File: src/aes_pkg.sv
// Shared constants, types and register map of the alarm and event supervisor
package aes_pkg;
	// Measurement width and bus width
	localparam int MEAS_W = 16;
	localparam int DATA_W = 32;
	localparam int ADDR_W = 8;

	// Register byte addresses
	localparam logic [ADDR_W-1:0] REG_CTRL = 8'h00;
	localparam logic [ADDR_W-1:0] REG_VPROT = 8'h04;
	localparam logic [ADDR_W-1:0] REG_IPROT = 8'h08;
	localparam logic [ADDR_W-1:0] REG_PPROT = 8'h0C;
	localparam logic [ADDR_W-1:0] REG_EVU = 8'h10;
	localparam logic [ADDR_W-1:0] REG_EVI = 8'h14;
	localparam logic [ADDR_W-1:0] REG_EVP = 8'h18;
	localparam logic [ADDR_W-1:0] REG_EVACT = 8'h1C;
	localparam logic [ADDR_W-1:0] REG_STATUS = 8'h20;
	localparam logic [ADDR_W-1:0] REG_ACK = 8'h24;
	localparam logic [ADDR_W-1:0] REG_PIN = 8'h28;
	localparam logic [ADDR_W-1:0] REG_UNLOCK = 8'h2C;
	localparam logic [ADDR_W-1:0] REG_CMD = 8'h30;

	// Control register bit positions
	localparam int CTRL_AUTO_OT = 1;
	localparam int CTRL_AUTO_PF = 2;
	localparam int CTRL_SOUND = 3;
	localparam int CTRL_PLOCK = 4;
	localparam int CTRL_ONOFF_OK = 5;
	localparam int CTRL_PIN_EN = 6;
	localparam int CTRL_LLOCK = 7;
	localparam logic [7:0] CTRL_RST = 8'h00;

	// Command register bits
	localparam int CMD_ON = 0;
	localparam int CMD_OFF = 1;

	// Alarm bit order in status and acknowledge words
	localparam int AL_V = 0;
	localparam int AL_I = 1;
	localparam int AL_P = 2;
	localparam int AL_PF = 3;
	localparam int AL_OT = 4;
	localparam int N_AL = 5;
	// Event bit order
	localparam int EV_LOW_V = 0;
	localparam int EV_HIGH_V = 1;
	localparam int EV_LOW_I = 2;
	localparam int EV_HIGH_I = 3;
	localparam int EV_HIGH_P = 4;
	localparam int N_EV = 5;
	// Status word field positions
	localparam int ST_EV_LSB = 8;
	localparam int ST_OUT = 16;
	localparam int ST_UREQ = 17;
	localparam int ST_PLOCK = 18;
	localparam int ST_LLOCK = 19;

	// Default protection threshold is 110 percent of rating
	localparam int PROT_PCT_NUM = 11;
	localparam int PROT_PCT_DEN = 10;

	// Unlock confirmation window and clock rate
	localparam longint UNLOCK_WIN_MS = 5000;
	localparam longint CLK_KHZ = 200000;
	localparam int UNLOCK_CYC = int'(UNLOCK_WIN_MS * CLK_KHZ);

	// AXI responses
	localparam logic [1:0] RESP_OKAY = 2'b00;
	localparam logic [1:0] RESP_SLVERR = 2'b10;

	// Event action selector
	typedef enum logic [1:0] {
		ACT_NONE = 2'b00,
		ACT_SIGNAL = 2'b01,
		ACT_WARNING = 2'b10,
		ACT_ALARM = 2'b11
	} aes_act_t;

	// Measured output quantities, one group
	typedef struct packed {
		logic [MEAS_W-1:0] volt;
		logic [MEAS_W-1:0] curr;
		logic [MEAS_W-1:0] power;
	} aes_meas_t;

	// Pair of event thresholds
	typedef struct packed {
		logic [MEAS_W-1:0] high;
		logic [MEAS_W-1:0] low;
	} aes_evthr_t;
endpackage : aes_pkg

File: src/aes_supervisor.sv
// Alarm, user event and panel/limits lock supervisor with AXI4-Lite slave
`timescale 1ns/10ps

////////////////////////////////////////////////////////////////////////////
// Overview of operation
// - Any protection alarm forces output off
// - Acknowledge accepted only after cause cleared
// - Heat and supply alarms may auto resume
// - Alarm flag stays until user acknowledges
// - Voltage reaching threshold raises alarm, off
// - Current reaching threshold raises alarm, off
// - Power reaching threshold raises alarm, off
// - Temperature limit raises alarm, output off
// - Protection thresholds reset to 110 percent
// - Config bit enables acoustic alarm signal
// - All events reset to disabled action
// - Events evaluated only while output on
// - Each event has own four-value action
// - Low and high voltage events
// - Low and high current events
// - High power event
// - Event with alarm action forces output off
// - Panel lock rejects changes, raises unlock request
// - Lock modes full or on/off allowed, PIN
// - PIN demanded on every unlock when enabled
// - Unlock confirmation must come within window
// - Limits lock blocks limits until PIN/reset
// - Action levels signal, warning, alarm indications
module aes_supervisor import aes_pkg::*; #(
	parameter int RATED_V = 16'h2710, // Rated voltage in measurement units
	parameter int RATED_I = 16'h1770, // Rated current
	parameter int RATED_P = 16'h3A98, // Rated power
	parameter int UNLOCK_CYCLES = UNLOCK_CYC // Confirmation window length
) (
	input wire logic clk_sys,
	input wire logic sys_rst,
	input wire aes_meas_t meas, // Same-clock measurement path
	input wire logic overheatPin, // Asynchronous sensor pin
	input wire logic supplyFailPin, // Asynchronous sensor pin
	input wire logic panelChange, // Knob or touch change attempt pulse
	input wire logic panelOnOff, // On/off button pulse
	input wire logic unlockTap, // Unlock confirmation pulse
	input wire logic [15:0] pinEntry, // PIN offered with confirmation
	output logic outEnable_q,
	output logic buzzer_q,
	output logic statusInd_q,
	output logic warnInd_q,
	output logic alarmInd_q,
	output logic unlockReq_q,
	output logic panelAccept_q,
	input wire logic [ADDR_W-1:0] s_axi_awaddr,
	input wire logic s_axi_awvalid,
	output logic s_axi_awready,
	input wire logic [DATA_W-1:0] s_axi_wdata,
	input wire logic [3:0] s_axi_wstrb,
	input wire logic s_axi_wvalid,
	output logic s_axi_wready,
	output logic [1:0] s_axi_bresp,
	output logic s_axi_bvalid,
	input wire logic s_axi_bready,
	input wire logic [ADDR_W-1:0] s_axi_araddr,
	input wire logic s_axi_arvalid,
	output logic s_axi_arready,
	output logic [DATA_W-1:0] s_axi_rdata,
	output logic [1:0] s_axi_rresp,
	output logic s_axi_rvalid,
	input wire logic s_axi_rready
);
	// Refuse ratings whose 110 percent default does not fit a threshold
	localparam int V_DEF = RATED_V * PROT_PCT_NUM / PROT_PCT_DEN;
	localparam int I_DEF = RATED_I * PROT_PCT_NUM / PROT_PCT_DEN;
	localparam int P_DEF = RATED_P * PROT_PCT_NUM / PROT_PCT_DEN;
	if (V_DEF >= 2**MEAS_W || I_DEF >= 2**MEAS_W ||
			P_DEF >= 2**MEAS_W) begin : g_bad_rating
		$error("Rating too large for threshold width");
	end
	// The countdown register is 30 bits wide
	if (UNLOCK_CYCLES < 1 || UNLOCK_CYCLES >= 2**30) begin : g_bad_window
		$error("Unlock window out of counter range");
	end

	////////////////////////////////////////////////////////////////////////
	// Pin synchronisers
	logic [1:0] otSync_q; // Bit 0 is metastable stage
	logic [1:0] pfSync_q;
	always_ff @(posedge clk_sys) begin
		if (sys_rst) begin
			otSync_q <= 2'b00;
			pfSync_q <= 2'b00;
		end else begin
			otSync_q <= {otSync_q[0], overheatPin};
			pfSync_q <= {pfSync_q[0], supplyFailPin};
		end
	end

	////////////////////////////////////////////////////////////////////////
	// Configuration storage
	logic [7:0] ctrl_q; // Control bits
	logic [MEAS_W-1:0] vProt_q, iProt_q, pProt_q; // Protection thresholds
	aes_evthr_t evU_q, evI_q; // Event thresholds
	logic [MEAS_W-1:0] evP_q;
	aes_act_t act_q [N_EV]; // Per event action
	logic [15:0] pin_q; // Shared unlock PIN
	logic [N_AL-1:0] alarm_q; // Sticky alarm bits
	logic [N_EV-1:0] evFlag_q; // Sticky event bits
	logic resumeArm_q; // Output was on before resumable alarm

	////////////////////////////////////////////////////////////////////////
	// Bus slave handshake state
	logic [ADDR_W-1:0] awAddr_q;
	logic [DATA_W-1:0] wData_q;
	logic [3:0] wStrb_q;
	logic awHeld_q, wHeld_q;
	wire doWrite = awHeld_q & wHeld_q & ~s_axi_bvalid;
	wire arTake = s_axi_arvalid & s_axi_arready;

	// Byte-lane merge for writable words
	function automatic logic [DATA_W-1:0] merge(input logic [DATA_W-1:0] old,
			input logic [DATA_W-1:0] nw, input logic [3:0] strb);
		logic [DATA_W-1:0] res;
		res = old;
		for (int b = 0; b < 4; b++)
			if (strb[b])
				res[8*b +: 8] = nw[8*b +: 8];
		return res;
	endfunction : merge

	// Write decode
	wire wrCtrl = doWrite & (awAddr_q == REG_CTRL);
	wire wrLimit = doWrite & ((awAddr_q == REG_VPROT) |
		(awAddr_q == REG_IPROT) | (awAddr_q == REG_PPROT));
	wire limitOk = ~ctrl_q[CTRL_LLOCK]; // Limits reachable
	wire wrEvU = doWrite & (awAddr_q == REG_EVU);
	wire wrEvI = doWrite & (awAddr_q == REG_EVI);
	wire wrEvP = doWrite & (awAddr_q == REG_EVP);
	wire wrAct = doWrite & (awAddr_q == REG_EVACT);
	wire wrAck = doWrite & (awAddr_q == REG_ACK);
	wire wrPin = doWrite & (awAddr_q == REG_PIN);
	wire wrUnl = doWrite & (awAddr_q == REG_UNLOCK);
	wire wrCmd = doWrite & (awAddr_q == REG_CMD);
	wire wrMapped = wrCtrl | wrEvU | wrEvI | wrEvP | wrAct | wrAck |
		wrPin | wrUnl | wrCmd | (awAddr_q == REG_STATUS);
	wire wrErr = ~wrMapped & ~(wrLimit & limitOk);
	wire [DATA_W-1:0] ctrlMerged = merge({24'h00_0000, ctrl_q},
		wData_q, wStrb_q);
	wire [DATA_W-1:0] limitMerged = merge({16'h0000,
		(awAddr_q == REG_VPROT) ? vProt_q :
		(awAddr_q == REG_IPROT) ? iProt_q : pProt_q}, wData_q, wStrb_q);
	// Limits unlock only with the correct PIN
	wire limitUnlock = wrUnl & (wData_q[15:0] == pin_q);

	////////////////////////////////////////////////////////////////////////
	// Comparators
	logic [N_AL-1:0] alCond; // Alarm causes present
	assign alCond[AL_V] = meas.volt >= vProt_q;
	assign alCond[AL_I] = meas.curr >= iProt_q;
	assign alCond[AL_P] = meas.power >= pProt_q;
	assign alCond[AL_PF] = pfSync_q[1];
	assign alCond[AL_OT] = otSync_q[1];
	logic [N_EV-1:0] evCmp; // Raw event comparisons
	assign evCmp[EV_LOW_V] = meas.volt < evU_q.low;
	assign evCmp[EV_HIGH_V] = meas.volt > evU_q.high;
	assign evCmp[EV_LOW_I] = meas.curr < evI_q.low;
	assign evCmp[EV_HIGH_I] = meas.curr > evI_q.high;
	assign evCmp[EV_HIGH_P] = meas.power > evP_q;

	// Per event qualification, one slice per event
	logic [N_EV-1:0] evFire, evAlarm, evWarn, evSig;
	for (genvar e = 0; e < N_EV; e++) begin : g_ev
		// Events only watched while output is on
		assign evFire[e] = outEnable_q & evCmp[e] & (act_q[e] != ACT_NONE);
		assign evAlarm[e] = evFlag_q[e] & (act_q[e] == ACT_ALARM);
		assign evWarn[e] = evFlag_q[e] & (act_q[e] == ACT_WARNING);
		assign evSig[e] = evFlag_q[e];
	end

	////////////////////////////////////////////////////////////////////////
	// Output control
	wire resumable = (alCond[AL_OT] & ctrl_q[CTRL_AUTO_OT]) |
		(alCond[AL_PF] & ctrl_q[CTRL_AUTO_PF]);
	wire hardCause = |alCond[AL_P:AL_V] |
		(alCond[AL_OT] & ~ctrl_q[CTRL_AUTO_OT]) |
		(alCond[AL_PF] & ~ctrl_q[CTRL_AUTO_PF]);
	logic [N_EV-1:0] evAlarmFire;
	for (genvar e = 0; e < N_EV; e++) begin : g_eval
		assign evAlarmFire[e] = evFire[e] & (act_q[e] == ACT_ALARM);
	end
	wire forceOff = (|alCond) | (|evAlarmFire);
	wire onOffOk = ~ctrl_q[CTRL_PLOCK] | ctrl_q[CTRL_ONOFF_OK];
	wire btnOn = panelOnOff & onOffOk & ~outEnable_q;
	wire btnOff = panelOnOff & onOffOk & outEnable_q;
	// Switch-on refused while a voltage, current or power alarm is pending
	wire onReq = ((wrCmd & wData_q[CMD_ON]) | btnOn) & ~(|alarm_q[AL_P:AL_V]);
	wire offReq = (wrCmd & wData_q[CMD_OFF]) | btnOff;
	wire doResume = resumeArm_q & ~(|alCond);

	// Output enable and resume memory
	always_ff @(posedge clk_sys) begin
		if (sys_rst) begin
			outEnable_q <= 1'b0;
			resumeArm_q <= 1'b0;
		end else begin
			if (forceOff)
				outEnable_q <= 1'b0;
			else if (doResume)
				outEnable_q <= 1'b1;
			else if (offReq)
				outEnable_q <= 1'b0;
			else if (onReq)
				outEnable_q <= 1'b1;
			// Arm only if nothing else demands a manual restart
			if (hardCause | offReq | (|evAlarmFire))
				resumeArm_q <= 1'b0;
			else if (resumable & outEnable_q)
				resumeArm_q <= 1'b1;
			else if (doResume)
				resumeArm_q <= 1'b0;
		end
	end

	////////////////////////////////////////////////////////////////////////
	// Sticky alarm and event flags; a live cause blocks the clear
	wire [N_AL-1:0] alAck = {N_AL{wrAck}} & wData_q[N_AL-1:0];
	wire [N_EV-1:0] evAck = {N_EV{wrAck}} & wData_q[ST_EV_LSB +: N_EV];
	always_ff @(posedge clk_sys) begin
		if (sys_rst) begin
			alarm_q <= '0;
			evFlag_q <= '0;
		end else begin
			alarm_q <= alCond | (alarm_q & ~(alAck & ~alCond));
			evFlag_q <= evFire | (evFlag_q & ~(evAck & ~evFire));
		end
	end

	// Indications and sound
	always_ff @(posedge clk_sys) begin
		if (sys_rst) begin
			statusInd_q <= 1'b0;
			warnInd_q <= 1'b0;
			alarmInd_q <= 1'b0;
			buzzer_q <= 1'b0;
		end else begin
			statusInd_q <= |evSig;
			warnInd_q <= |evWarn;
			alarmInd_q <= (|alarm_q) | (|evAlarm);
			buzzer_q <= ctrl_q[CTRL_SOUND] & ((|alarm_q) | (|evAlarm));
		end
	end

	////////////////////////////////////////////////////////////////////////
	// Panel lock and unlock request
	typedef enum logic {LK_IDLE, LK_REQ} aes_lkst_t;
	aes_lkst_t lkSt_q;
	logic [29:0] lkCnt_q; // Confirmation window countdown
	wire attempt = ctrl_q[CTRL_PLOCK] & (panelChange | (panelOnOff & ~onOffOk));
	wire pinGood = ~ctrl_q[CTRL_PIN_EN] | (pinEntry == pin_q);
	wire confirm = (lkSt_q == LK_REQ) & unlockTap & pinGood;
	wire lkTimeout = (lkSt_q == LK_REQ) & (lkCnt_q == 30'd0);

	// Request window state machine
	always_ff @(posedge clk_sys) begin
		if (sys_rst) begin
			lkSt_q <= LK_IDLE;
			lkCnt_q <= 30'd0;
		end else begin
			case (lkSt_q)
				LK_IDLE: begin
					if (attempt) begin
						lkSt_q <= LK_REQ;
						lkCnt_q <= 30'(UNLOCK_CYCLES - 1);
					end
				end
				LK_REQ: begin
					// Window closes on success or expiry
					if (confirm | lkTimeout | ~ctrl_q[CTRL_PLOCK])
						lkSt_q <= LK_IDLE;
					else
						lkCnt_q <= lkCnt_q - 30'd1;
				end
				default: lkSt_q <= LK_IDLE;
			endcase
		end
	end

	// Request flag and accepted panel changes
	always_ff @(posedge clk_sys) begin
		if (sys_rst) begin
			unlockReq_q <= 1'b0;
			panelAccept_q <= 1'b0;
		end else begin
			unlockReq_q <= (lkSt_q == LK_REQ) & ~confirm & ~lkTimeout;
			panelAccept_q <= panelChange & ~ctrl_q[CTRL_PLOCK];
		end
	end

	////////////////////////////////////////////////////////////////////////
	// Control and configuration registers
	always_ff @(posedge clk_sys) begin
		if (sys_rst) begin
			ctrl_q <= CTRL_RST;
			vProt_q <= MEAS_W'(V_DEF);
			iProt_q <= MEAS_W'(I_DEF);
			pProt_q <= MEAS_W'(P_DEF);
			evU_q <= '0;
			evI_q <= '0;
			evP_q <= '0;
			pin_q <= 16'h0000;
			for (int e = 0; e < N_EV; e++)
				act_q[e] <= ACT_NONE;
		end else begin
			if (wrCtrl) begin
				ctrl_q[CTRL_LLOCK-1:0] <= ctrlMerged[CTRL_LLOCK-1:0];
				// Limits lock is set here but only a PIN or reset clears it
				if (ctrlMerged[CTRL_LLOCK])
					ctrl_q[CTRL_LLOCK] <= 1'b1;
			end
			if (confirm)
				ctrl_q[CTRL_PLOCK] <= 1'b0;
			if (limitUnlock)
				ctrl_q[CTRL_LLOCK] <= 1'b0;
			if (wrLimit & limitOk) begin
				if (awAddr_q == REG_VPROT)
					vProt_q <= limitMerged[MEAS_W-1:0];
				if (awAddr_q == REG_IPROT)
					iProt_q <= limitMerged[MEAS_W-1:0];
				if (awAddr_q == REG_PPROT)
					pProt_q <= limitMerged[MEAS_W-1:0];
			end
			if (wrEvU)
				evU_q <= merge(evU_q, wData_q, wStrb_q);
			if (wrEvI)
				evI_q <= merge(evI_q, wData_q, wStrb_q);
			if (wrEvP)
				evP_q <= MEAS_W'(merge({16'h0000, evP_q}, wData_q,
					wStrb_q));
			if (wrPin)
				pin_q <= wData_q[15:0];
			if (wrAct)
				for (int e = 0; e < N_EV; e++)
					act_q[e] <= aes_act_t'(wData_q[2*e +: 2]);
		end
	end

	////////////////////////////////////////////////////////////////////////
	// Read mux
	logic [DATA_W-1:0] actWord, statWord, rdWord;
	always_comb begin
		actWord = '0;
		for (int e = 0; e < N_EV; e++)
			actWord[2*e +: 2] = act_q[e];
	end
	always_comb begin
		statWord = '0;
		statWord[N_AL-1:0] = alarm_q;
		statWord[ST_EV_LSB +: N_EV] = evFlag_q;
		statWord[ST_OUT] = outEnable_q;
		statWord[ST_UREQ] = unlockReq_q;
		statWord[ST_PLOCK] = ctrl_q[CTRL_PLOCK];
		statWord[ST_LLOCK] = ctrl_q[CTRL_LLOCK];
	end
	wire rdHit = (s_axi_araddr <= REG_CMD) & (s_axi_araddr[1:0] == 2'b00);
	always_comb begin
		case (s_axi_araddr)
			REG_CTRL: rdWord = {24'h00_0000, ctrl_q};
			REG_VPROT: rdWord = {16'h0000, vProt_q};
			REG_IPROT: rdWord = {16'h0000, iProt_q};
			REG_PPROT: rdWord = {16'h0000, pProt_q};
			REG_EVU: rdWord = evU_q;
			REG_EVI: rdWord = evI_q;
			REG_EVP: rdWord = {16'h0000, evP_q};
			REG_EVACT: rdWord = actWord;
			REG_STATUS: rdWord = statWord;
			default: rdWord = '0; // PIN and strobes read zero
		endcase
	end

	////////////////////////////////////////////////////////////////////////
	// AXI4-Lite channel handshakes, one write and one read at a time
	always_ff @(posedge clk_sys) begin
		if (sys_rst) begin
			s_axi_awready <= 1'b1;
			s_axi_wready <= 1'b1;
			awHeld_q <= 1'b0;
			wHeld_q <= 1'b0;
			awAddr_q <= '0;
			wData_q <= '0;
			wStrb_q <= '0;
			s_axi_bvalid <= 1'b0;
			s_axi_bresp <= RESP_OKAY;
		end else begin
			if (s_axi_awvalid & s_axi_awready) begin
				awAddr_q <= s_axi_awaddr;
				awHeld_q <= 1'b1;
				s_axi_awready <= 1'b0;
			end
			if (s_axi_wvalid & s_axi_wready) begin
				wData_q <= s_axi_wdata;
				wStrb_q <= s_axi_wstrb;
				wHeld_q <= 1'b1;
				s_axi_wready <= 1'b0;
			end
			if (doWrite) begin
				awHeld_q <= 1'b0;
				wHeld_q <= 1'b0;
				s_axi_bvalid <= 1'b1;
				s_axi_bresp <= wrErr ? RESP_SLVERR : RESP_OKAY;
			end
			if (s_axi_bvalid & s_axi_bready) begin
				s_axi_bvalid <= 1'b0;
				s_axi_awready <= 1'b1;
				s_axi_wready <= 1'b1;
			end
		end
	end

	// Read channel answers one cycle after the address is taken
	always_ff @(posedge clk_sys) begin
		if (sys_rst) begin
			s_axi_arready <= 1'b1;
			s_axi_rvalid <= 1'b0;
			s_axi_rdata <= '0;
			s_axi_rresp <= RESP_OKAY;
		end else begin
			if (arTake) begin
				s_axi_arready <= 1'b0;
				s_axi_rvalid <= 1'b1;
				s_axi_rdata <= rdWord;
				s_axi_rresp <= rdHit ? RESP_OKAY : RESP_SLVERR;
			end else if (s_axi_rvalid & s_axi_rready) begin
				s_axi_rvalid <= 1'b0;
				s_axi_arready <= 1'b1;
			end
		end
	end
endmodule : aes_supervisor

File: config.mk
export PLATFORM = sky130hd
export DESIGN_NAME = aes_supervisor
export DESIGN_NICKNAME = d
export VERILOG_FILES = /design/src/aes_pkg.sv /design/src/aes_supervisor.sv
export SDC_FILE = /design/constraint.sdc
export NUM_CORES = 1
export LEC_CHECK = 0
export ABC_CLOCK_PERIOD_IN_PS = 7400
export BUFFER_PORTS_ARGS = -buffer_cell sky130_fd_sc_hd__clkbuf_2
export CAP_MARGIN = 30
export CORE_MARGIN = 1
export CORE_UTILIZATION = 39
export DETAILED_ROUTE_END_ITERATION = 16
export PLACE_DENSITY_LB_ADDON = 0.15
export SLEW_MARGIN = 30
export SYNTH_ARGS = -nofsm -noshare
export SYNTH_HDL_FRONTEND = slang
export SYNTH_SLANG_ARGS = --single-unit
File: constraint.sdc
create_clock -name clk_sys -period 7.4 [get_ports clk_sys]
set_input_delay 1.48 -clock clk_sys [delete_from_list [all_inputs] [get_ports clk_sys]]
set_output_delay 1.48 -clock clk_sys [all_outputs]
set_load 0.05 [all_outputs]
Word level (Yosys, flattened, before mapping)
Memory sizes are Yosys's and may differ from the RTL's.
Index checks and enable logic that the tools add are counted.
{"block": "word_totals", "register_bits": 292, "ramBits": 10, "out_inout_bits": 48, "elab_cells": 288, "n_memories": 1}
{"block": "op_classes", "n_addsub": 1, "n_lt_le_gt_ge": 9, "n_eq_ne": 34, "n_mux": 33, "bitwise_logic": 124, "reduce_logical": 42}
{"memory": "act_q", "words": 5, "width": 2, "rd": 5, "rd_ports_with_merged_regs": 0, "wr": 5, "line": "aes_supervisor.sv:102", "text": "aes_act_t act_q [N_EV];"}
{"operator": "$pmux 32 s9", "count": 1}
{"operator": "$and 1x1->1", "count": 67}
{"operator": "$eq 8x5->1 const B", "count": 8}
{"operator": "$mux 30", "count": 2}
{"operator": "$pmux 30 s2", "count": 1}
{"operator": "$eq 8x6->1 const B", "count": 6}
{"operator": "$ge 16x16->1", "count": 3}
{"operator": "$gt 16x16->1", "count": 3}
{"operator": "$eq 16x16->1", "count": 2}
{"operator": "$eq 8x4->1 const B", "count": 4}
{"operator": "$lt 16x16->1", "count": 2}
{"operator": "$mux 16", "count": 2}
{"operator": "$reduce_and 2->1", "count": 16}
{"operator": "$and 5x5->5", "count": 6}
{"operator": "$logic_not 30->1", "count": 1}
{"operator": "$or 1x1->1", "count": 30}
{"operator": "$reduce_or 5->1", "count": 6}
{"operator": "$sub 30x1->30 const B", "count": 1}
{"operator": "$mux 8", "count": 3}
{"operator": "$eq 2x2->1 const B", "count": 10}
{"operator": "$not 5->5", "count": 4}
{"operator": "$eq 8x3->1 const B", "count": 2}
{"operator": "$logic_not 8->1", "count": 2}
{"operator": "$mux 1", "count": 16}
{"operator": "11 further kinds", "count": 45}

Longest topological paths before layout
{"block": "depth", "depth_word": 15, "mapped_depth": 11}

Least setup slack after synthesis
OpenSTA, ideal clock, no wires.
{"block": "synth_path", "path_type": "input port to flip-flop", "from": "in meas[30] (netlist bit)", "to": "reg resumeArm_q", "setup_ns": 0.061, "t_arrival_ns": 3.323, "t_required_ns": 7.339, "setup_slack_ns": 4.016, "path_stages": 8, "path_buffers": 0, "path_cell_list": "ha_1 -> nand4_1 -> or4_1 -> o2111a_1 -> o31ai_1 -> nand4_1 -> nor4b_1 -> and4_1"}
{"block": "synth_via", "elab_chain_cells": 7, "word_cells_on_any_way": 20, "cone_classes": "order compare: 3; bitwise: 12; reduce/logical: 5"}
{"element": "from (decl)", "line": "aes_supervisor.sv:37", "text": "input wire aes_meas_t meas,"}
{"element": "$lt 16x16->1 (tied with other cells)", "line": "aes_supervisor.sv:163", "text": "assign evCmp[EV_LOW_I] = meas.curr < evI_q.low;"}
{"element": "$and 1x1->1 / $reduce_or 3->1 (equally long branches)", "line": "aes_supervisor.sv:171, aes_supervisor.sv:181"}
{"element": "$and 1x1->1 / $or 1x1->1 (equally long branches)", "line": "aes_supervisor.sv:171, aes_supervisor.sv:181"}
{"element": "$and 1x1->1 / $or 1x1->1 (equally long branches)", "line": "aes_supervisor.sv:186, aes_supervisor.sv:182"}
{"element": "$reduce_or 5->1 / $or 1x1->1 (equally long branches)", "line": "aes_supervisor.sv:212", "text": "if (hardCause | offReq | (|evAlarmFire))"}
{"element": "$or 1x1->1", "line": "aes_supervisor.sv:212"}
{"element": "$reduce_or 2->1 (no source line)"}
{"element": "to (signal assigned)", "line": "aes_supervisor.sv:213", "text": "resumeArm_q <= 1'b0;"}
{"element": "to (signal assigned)", "line": "aes_supervisor.sv:215", "text": "resumeArm_q <= 1'b1;"}
{"element": "to (signal assigned)", "line": "aes_supervisor.sv:217", "text": "resumeArm_q <= 1'b0;"}
{"element": "to (decl)", "line": "aes_supervisor.sv:106", "text": "logic resumeArm_q;"}
Several ways; a longest one is shown, not always the timed one.
A chain may end at the register's enable or synchronous reset.

Worst setup path in the final report
Same ends and word-level chain as after synthesis.

==> results list <==
- The worst register-to-register path begins at evI_q[31].
- Once detailed placement completed, the half-perimeter wirelength came to 42,500 um.
- The synthesized design spends more area on one cell type than any other, namely dfxtp_1.
* Detailed router's first-iteration violation count: 1,308
* Worst slew pin tran: 1.03 ns
* Post-Synth Simple-Gate Area: 20.8%
- Data required, critical path: 7.88 ns
* Cell family contributing the most delay on the critical path: simple AND/OR/NAND/NOR gates
* Main combinational cell family by area after synthesis: simple AND/OR/NAND/NOR gates
- Counting the fill cells in the layout gives 4,145.
- Aggregate routed wire length: 57,400 um
* Layout overhead on the synthesized area: 14.4%
- The tool flagged a number of max-cap violations equal to 0.
- STA classifies the critical path startpoint as an input pin.
* Count of clock tree sinks: 300
- The number of pins with negative max-slew slack in the final report is 0.
- The finished layout holds 2,678 standard cells, fillers aside.
* Root buffer selected by CTS: clkbuf_16
- From left edge to right edge, the die measures 206 um.
- Highest ir drop seen on vdd: 0.000124 V
- Worst-case setup slack after placement: 3.17 ns
- The number of antenna violations at the first check in global routing was 3.
- Counting I/O delays and the setup requirement, the final critical path takes 3.72 ns.
* Power per cell area: 198 nW/um^2
- After technology mapping, the gate count stands at 2,016.
* Final Setup Violations: 0
- Kind of end point of the critical path: flip-flop
- Headroom to the max-slew limit: 31.0%
- Number of buffers added by the clock tree synthesis step: 35
- Number of placed I/O pins: 176
- After Yosys synthesis, XOR and XNOR cells account for 2.81% of the synthesized area.
- Measured in cells, the most critical reg-to-reg path has a length of 9.
- Clk pin slew, worst setup/hold paths: 0.06 ns
- Across all setup checks in the final design, the least slack found is 3.68 ns.
* I/O Buffers: 173
- Height of the die: 206 um
- Fraction of final layout cells with drive strength greater than 1: 12.6%
- After detailed routing, the number of remaining DRC violations is 0.
- Summing the areas of all compound-gate instances in the mapped netlist gives 19.6% of the synthesized area.
* Synth warn: 0
* Placed cell count: 2,620
- The library cell used most frequently in the layout, excluding fill and tap cells, is dfxtp_1.
* Most used flip-flop cell after synthesis: dfxtp_1
- TritonCTS built the clock tree.
* Number of buffers inserted to repair setup after CTS: 0
- For this run, the slowest stage of the critical path takes 0.67 ns.
* Number of synthesized register bits: 300
- Unrepaired setup endpoints after global routing: no
- The die covers 42,400 sq um.
- Portion of synthesized cell area occupied by the leading cell type: 35.8%
- The total count of hold-check failures in the final report was 0.
- Worst skew pair latency: 0.54 ns
- After layout, the worst path uses 50.3% of the clock period.
- In this run the static leakage power is 0.00733 uW.
- The detailed router placed 15,100 vias in this run.
- Global routing finished with a remaining overflow of 0.
* Diode count: 0
- Most frequent cells in the layout: 290 x dfxtp_1, 277 x nand2_1, 234 x a21oi_1
- Router iterations before antenna repair: 7
* Proportion of register bits with asynchronous set or reset after synthesis: 0%
* Worst r2r dst: resumeArm_q
* Number of enable-type register cells in the synthesized netlist: 10
- Timing would allow up to 269 MHz.
- Max Fanout on Critical Path: 3
- After synthesis the cells add up to 16,200 sq um.
* Site row count: 74
- Number of library cell types mapped by synthesis: 69
- Clock skew on the completed layout was measured at 0.0239 ns.
* Sum of negative setup slack: 0 ns
* Setup slack of the worst register-to-register path: 4.27 ns
- Start point of the critical path: meas[30]
* CORE AREA: 40,900 sq um
- After detailed routing, the average wire length per cell comes to 21.4 um.
- Entering global routing, the biggest net connects 169 pins.
- For the worst setup path, the data arrival time is 4.20 ns.
* Post-synthesis sequential area ratio: 37.7%
- Critical path buffers and inverters: 1
* Most frequent cell on the critical path: nand4_1
- Startpoint of the worst hold path: pfSync_q[0]
- The run finished with clean final reports.
* Initial core utilization: 39.6%
- By area the synthesized netlist is led by dfxtp_1 36%, ha_1 9.8%, a21oi_1 7.2%, nand2_1 6.4%, nor2_1 4.0%.
* First-pass GRT wire length: 87,000 um
- The number of hold buffers added after CTS was 0.
- The tightest min-delay check is of the flip-flop to flip-flop type.
- In this run the remaining antenna-violating nets after routing total 0.
* Adder-Cell Fraction of Synth Area: 9.80%
- Dividing the detail-routed via count by the number of cells gives 5.64.
* GR Util All Layers: 27.1%
- Power comes to 3670 uW.
- Critical path cell sequence: clkbuf_2 -> ha_1 -> nand4_1 -> or4_1 -> o2111a_1 -> o31ai_1 -> nand4_1 -> nor4b_1 -> and4_1
- The worst hold path terminates at pfSync_q[1].
- Routability-driven placement finished with a final weighted congestion of 0.954.
- H-Tree Level Count: 2
- At the end of the flow, the number of nets in the layout was 2,380.
- The critical path is of the input pin to flip-flop type.
* Cell with the largest stage delay on the worst path: nor4b_1
* Multiplexer fraction of the synthesized cell area: 2.96%
* Average size of a mapped cell: 8.04 sq um
* Number of global-route vias before repair: 14,400
- Hold path cells: 1
- Post-CTS repair changed the size of 0 cells.
- Buffer depth of the longest clock path: 3
[power by group]
group / switching (uW) / internal (uW) / total (uW)
logic: 203 / 108 / 311
registers: 46.6 / 1650 / 1690
clock network: 714 / 951 / 1670
[kinds of logic (layout without fill, tap and decap cells)]
group,Yosys count,count (layout)
AND/OR/NAND/NOR,732,732
adder cells (fa/ha/maj),127,127
XOR/XNOR,52,52
AO/OA/AOI/OAI,493,493
other,1,2
multiplexers,48,48
flip-flops,300,300
buffers and inverters,263,392
[cell usage after synthesis (all sizes together), types with 4 or more instances]
master and n:
inv 138, nor3b 4, nand2 278, a311oi 25
o21a 8, o211ai 24, a221o 5, a211oi 35
nand3 122, ha 127, a21o 11, o21ai 33
a21oi 234, a22oi 35, nand3b 7, a2bb2oi 6
nand2b 9, and4 5, nor4b 4, xnor2 16
clkbuf 105, xor2 36, dfxtp 290, a31o 6
and2 16, a21boi 4, o2111ai 4, a31oi 8
nor2 171, a222oi 10, or4 8, buf 19
nor4 16, a22o 16, nand4 31, and3 7
nor3 30, nor2b 12, o31ai 5, edfxtp 10
mux2i 48, a41oi 4
[worst max-delay path by stage]
| stage | end | slack (ns) | cells after the start |
|---|---|---|---|
| final | resumeArm_q | 3.68 | 9 |
| after floorplan | resumeArm_q | 4.02 | 8 |
| after global placement | act_q[0][0] | 3.17 | 3 |
| after CTS | act_q[0][1] | 3.73 | 3 |
| after detailed placement | act_q[0][1] | 3.17 | 3 |
| after global routing | resumeArm_q | 3.55 | 9 |
[registers in the layout, indices dropped and copies added (netlist names), 8 cells and up]
name and count:
evP_q 16, lkCnt_q 30, awAddr_q 8, s_axi_rdata 32, vProt_q 16, pin_q 16
evI_q 32, iProt_q 16, wData_q 32, evU_q 32, ctrl_q 8, pProt_q 16
act_q 10
[layer usage]
layer  vias up  wire (um)  track usage, %
met3        90       3320            2.78
met5         -          0               0
met1      7150      25600            36.9
met4         0       1430            7.56
li1       7366          -               -
met2       508      27000            45.3
[worst reg2reg max path: stages (launching register included)]
cell and delay [ns]:
dfxtp_1 0.41, inv_1 0.09, ha_1 0.30, nand4_1 0.19, or4_1 0.65, o2111a_1 0.28, o31ai_1 0.06, nand4_1 0.14
nor4b_1 0.67, and4_1 0.30
[stage by stage]
stage	hold slack (ns)	utilization (%)	instance area, sq um
6_report	0.456	45.3	18500
5_1_grt	0.463	45.3	18500
4_1_cts	0.452	45.3	18500
3_5_place_dp	0.437	42.7	17500
3_3_place_gp	0.429	42.6	17400
2_1_floorplan	0.414	-	16200
[layout make-up]
cell class / count / area [sq um] / area share, %
tap: 532 / 666 / 3.59
inverter: 139 / 522 / 2.81
timing repair buffer: 195 / 1060 / 5.72
clock buffer: 41 / 950 / 5.12
clock inverter: 17 / 126 / 0.682
multi-input combinational: 1454 / 9110 / 49.1
sequential: 300 / 6110 / 32.9
No activity file was read; power rests on OpenSTA's default activity.
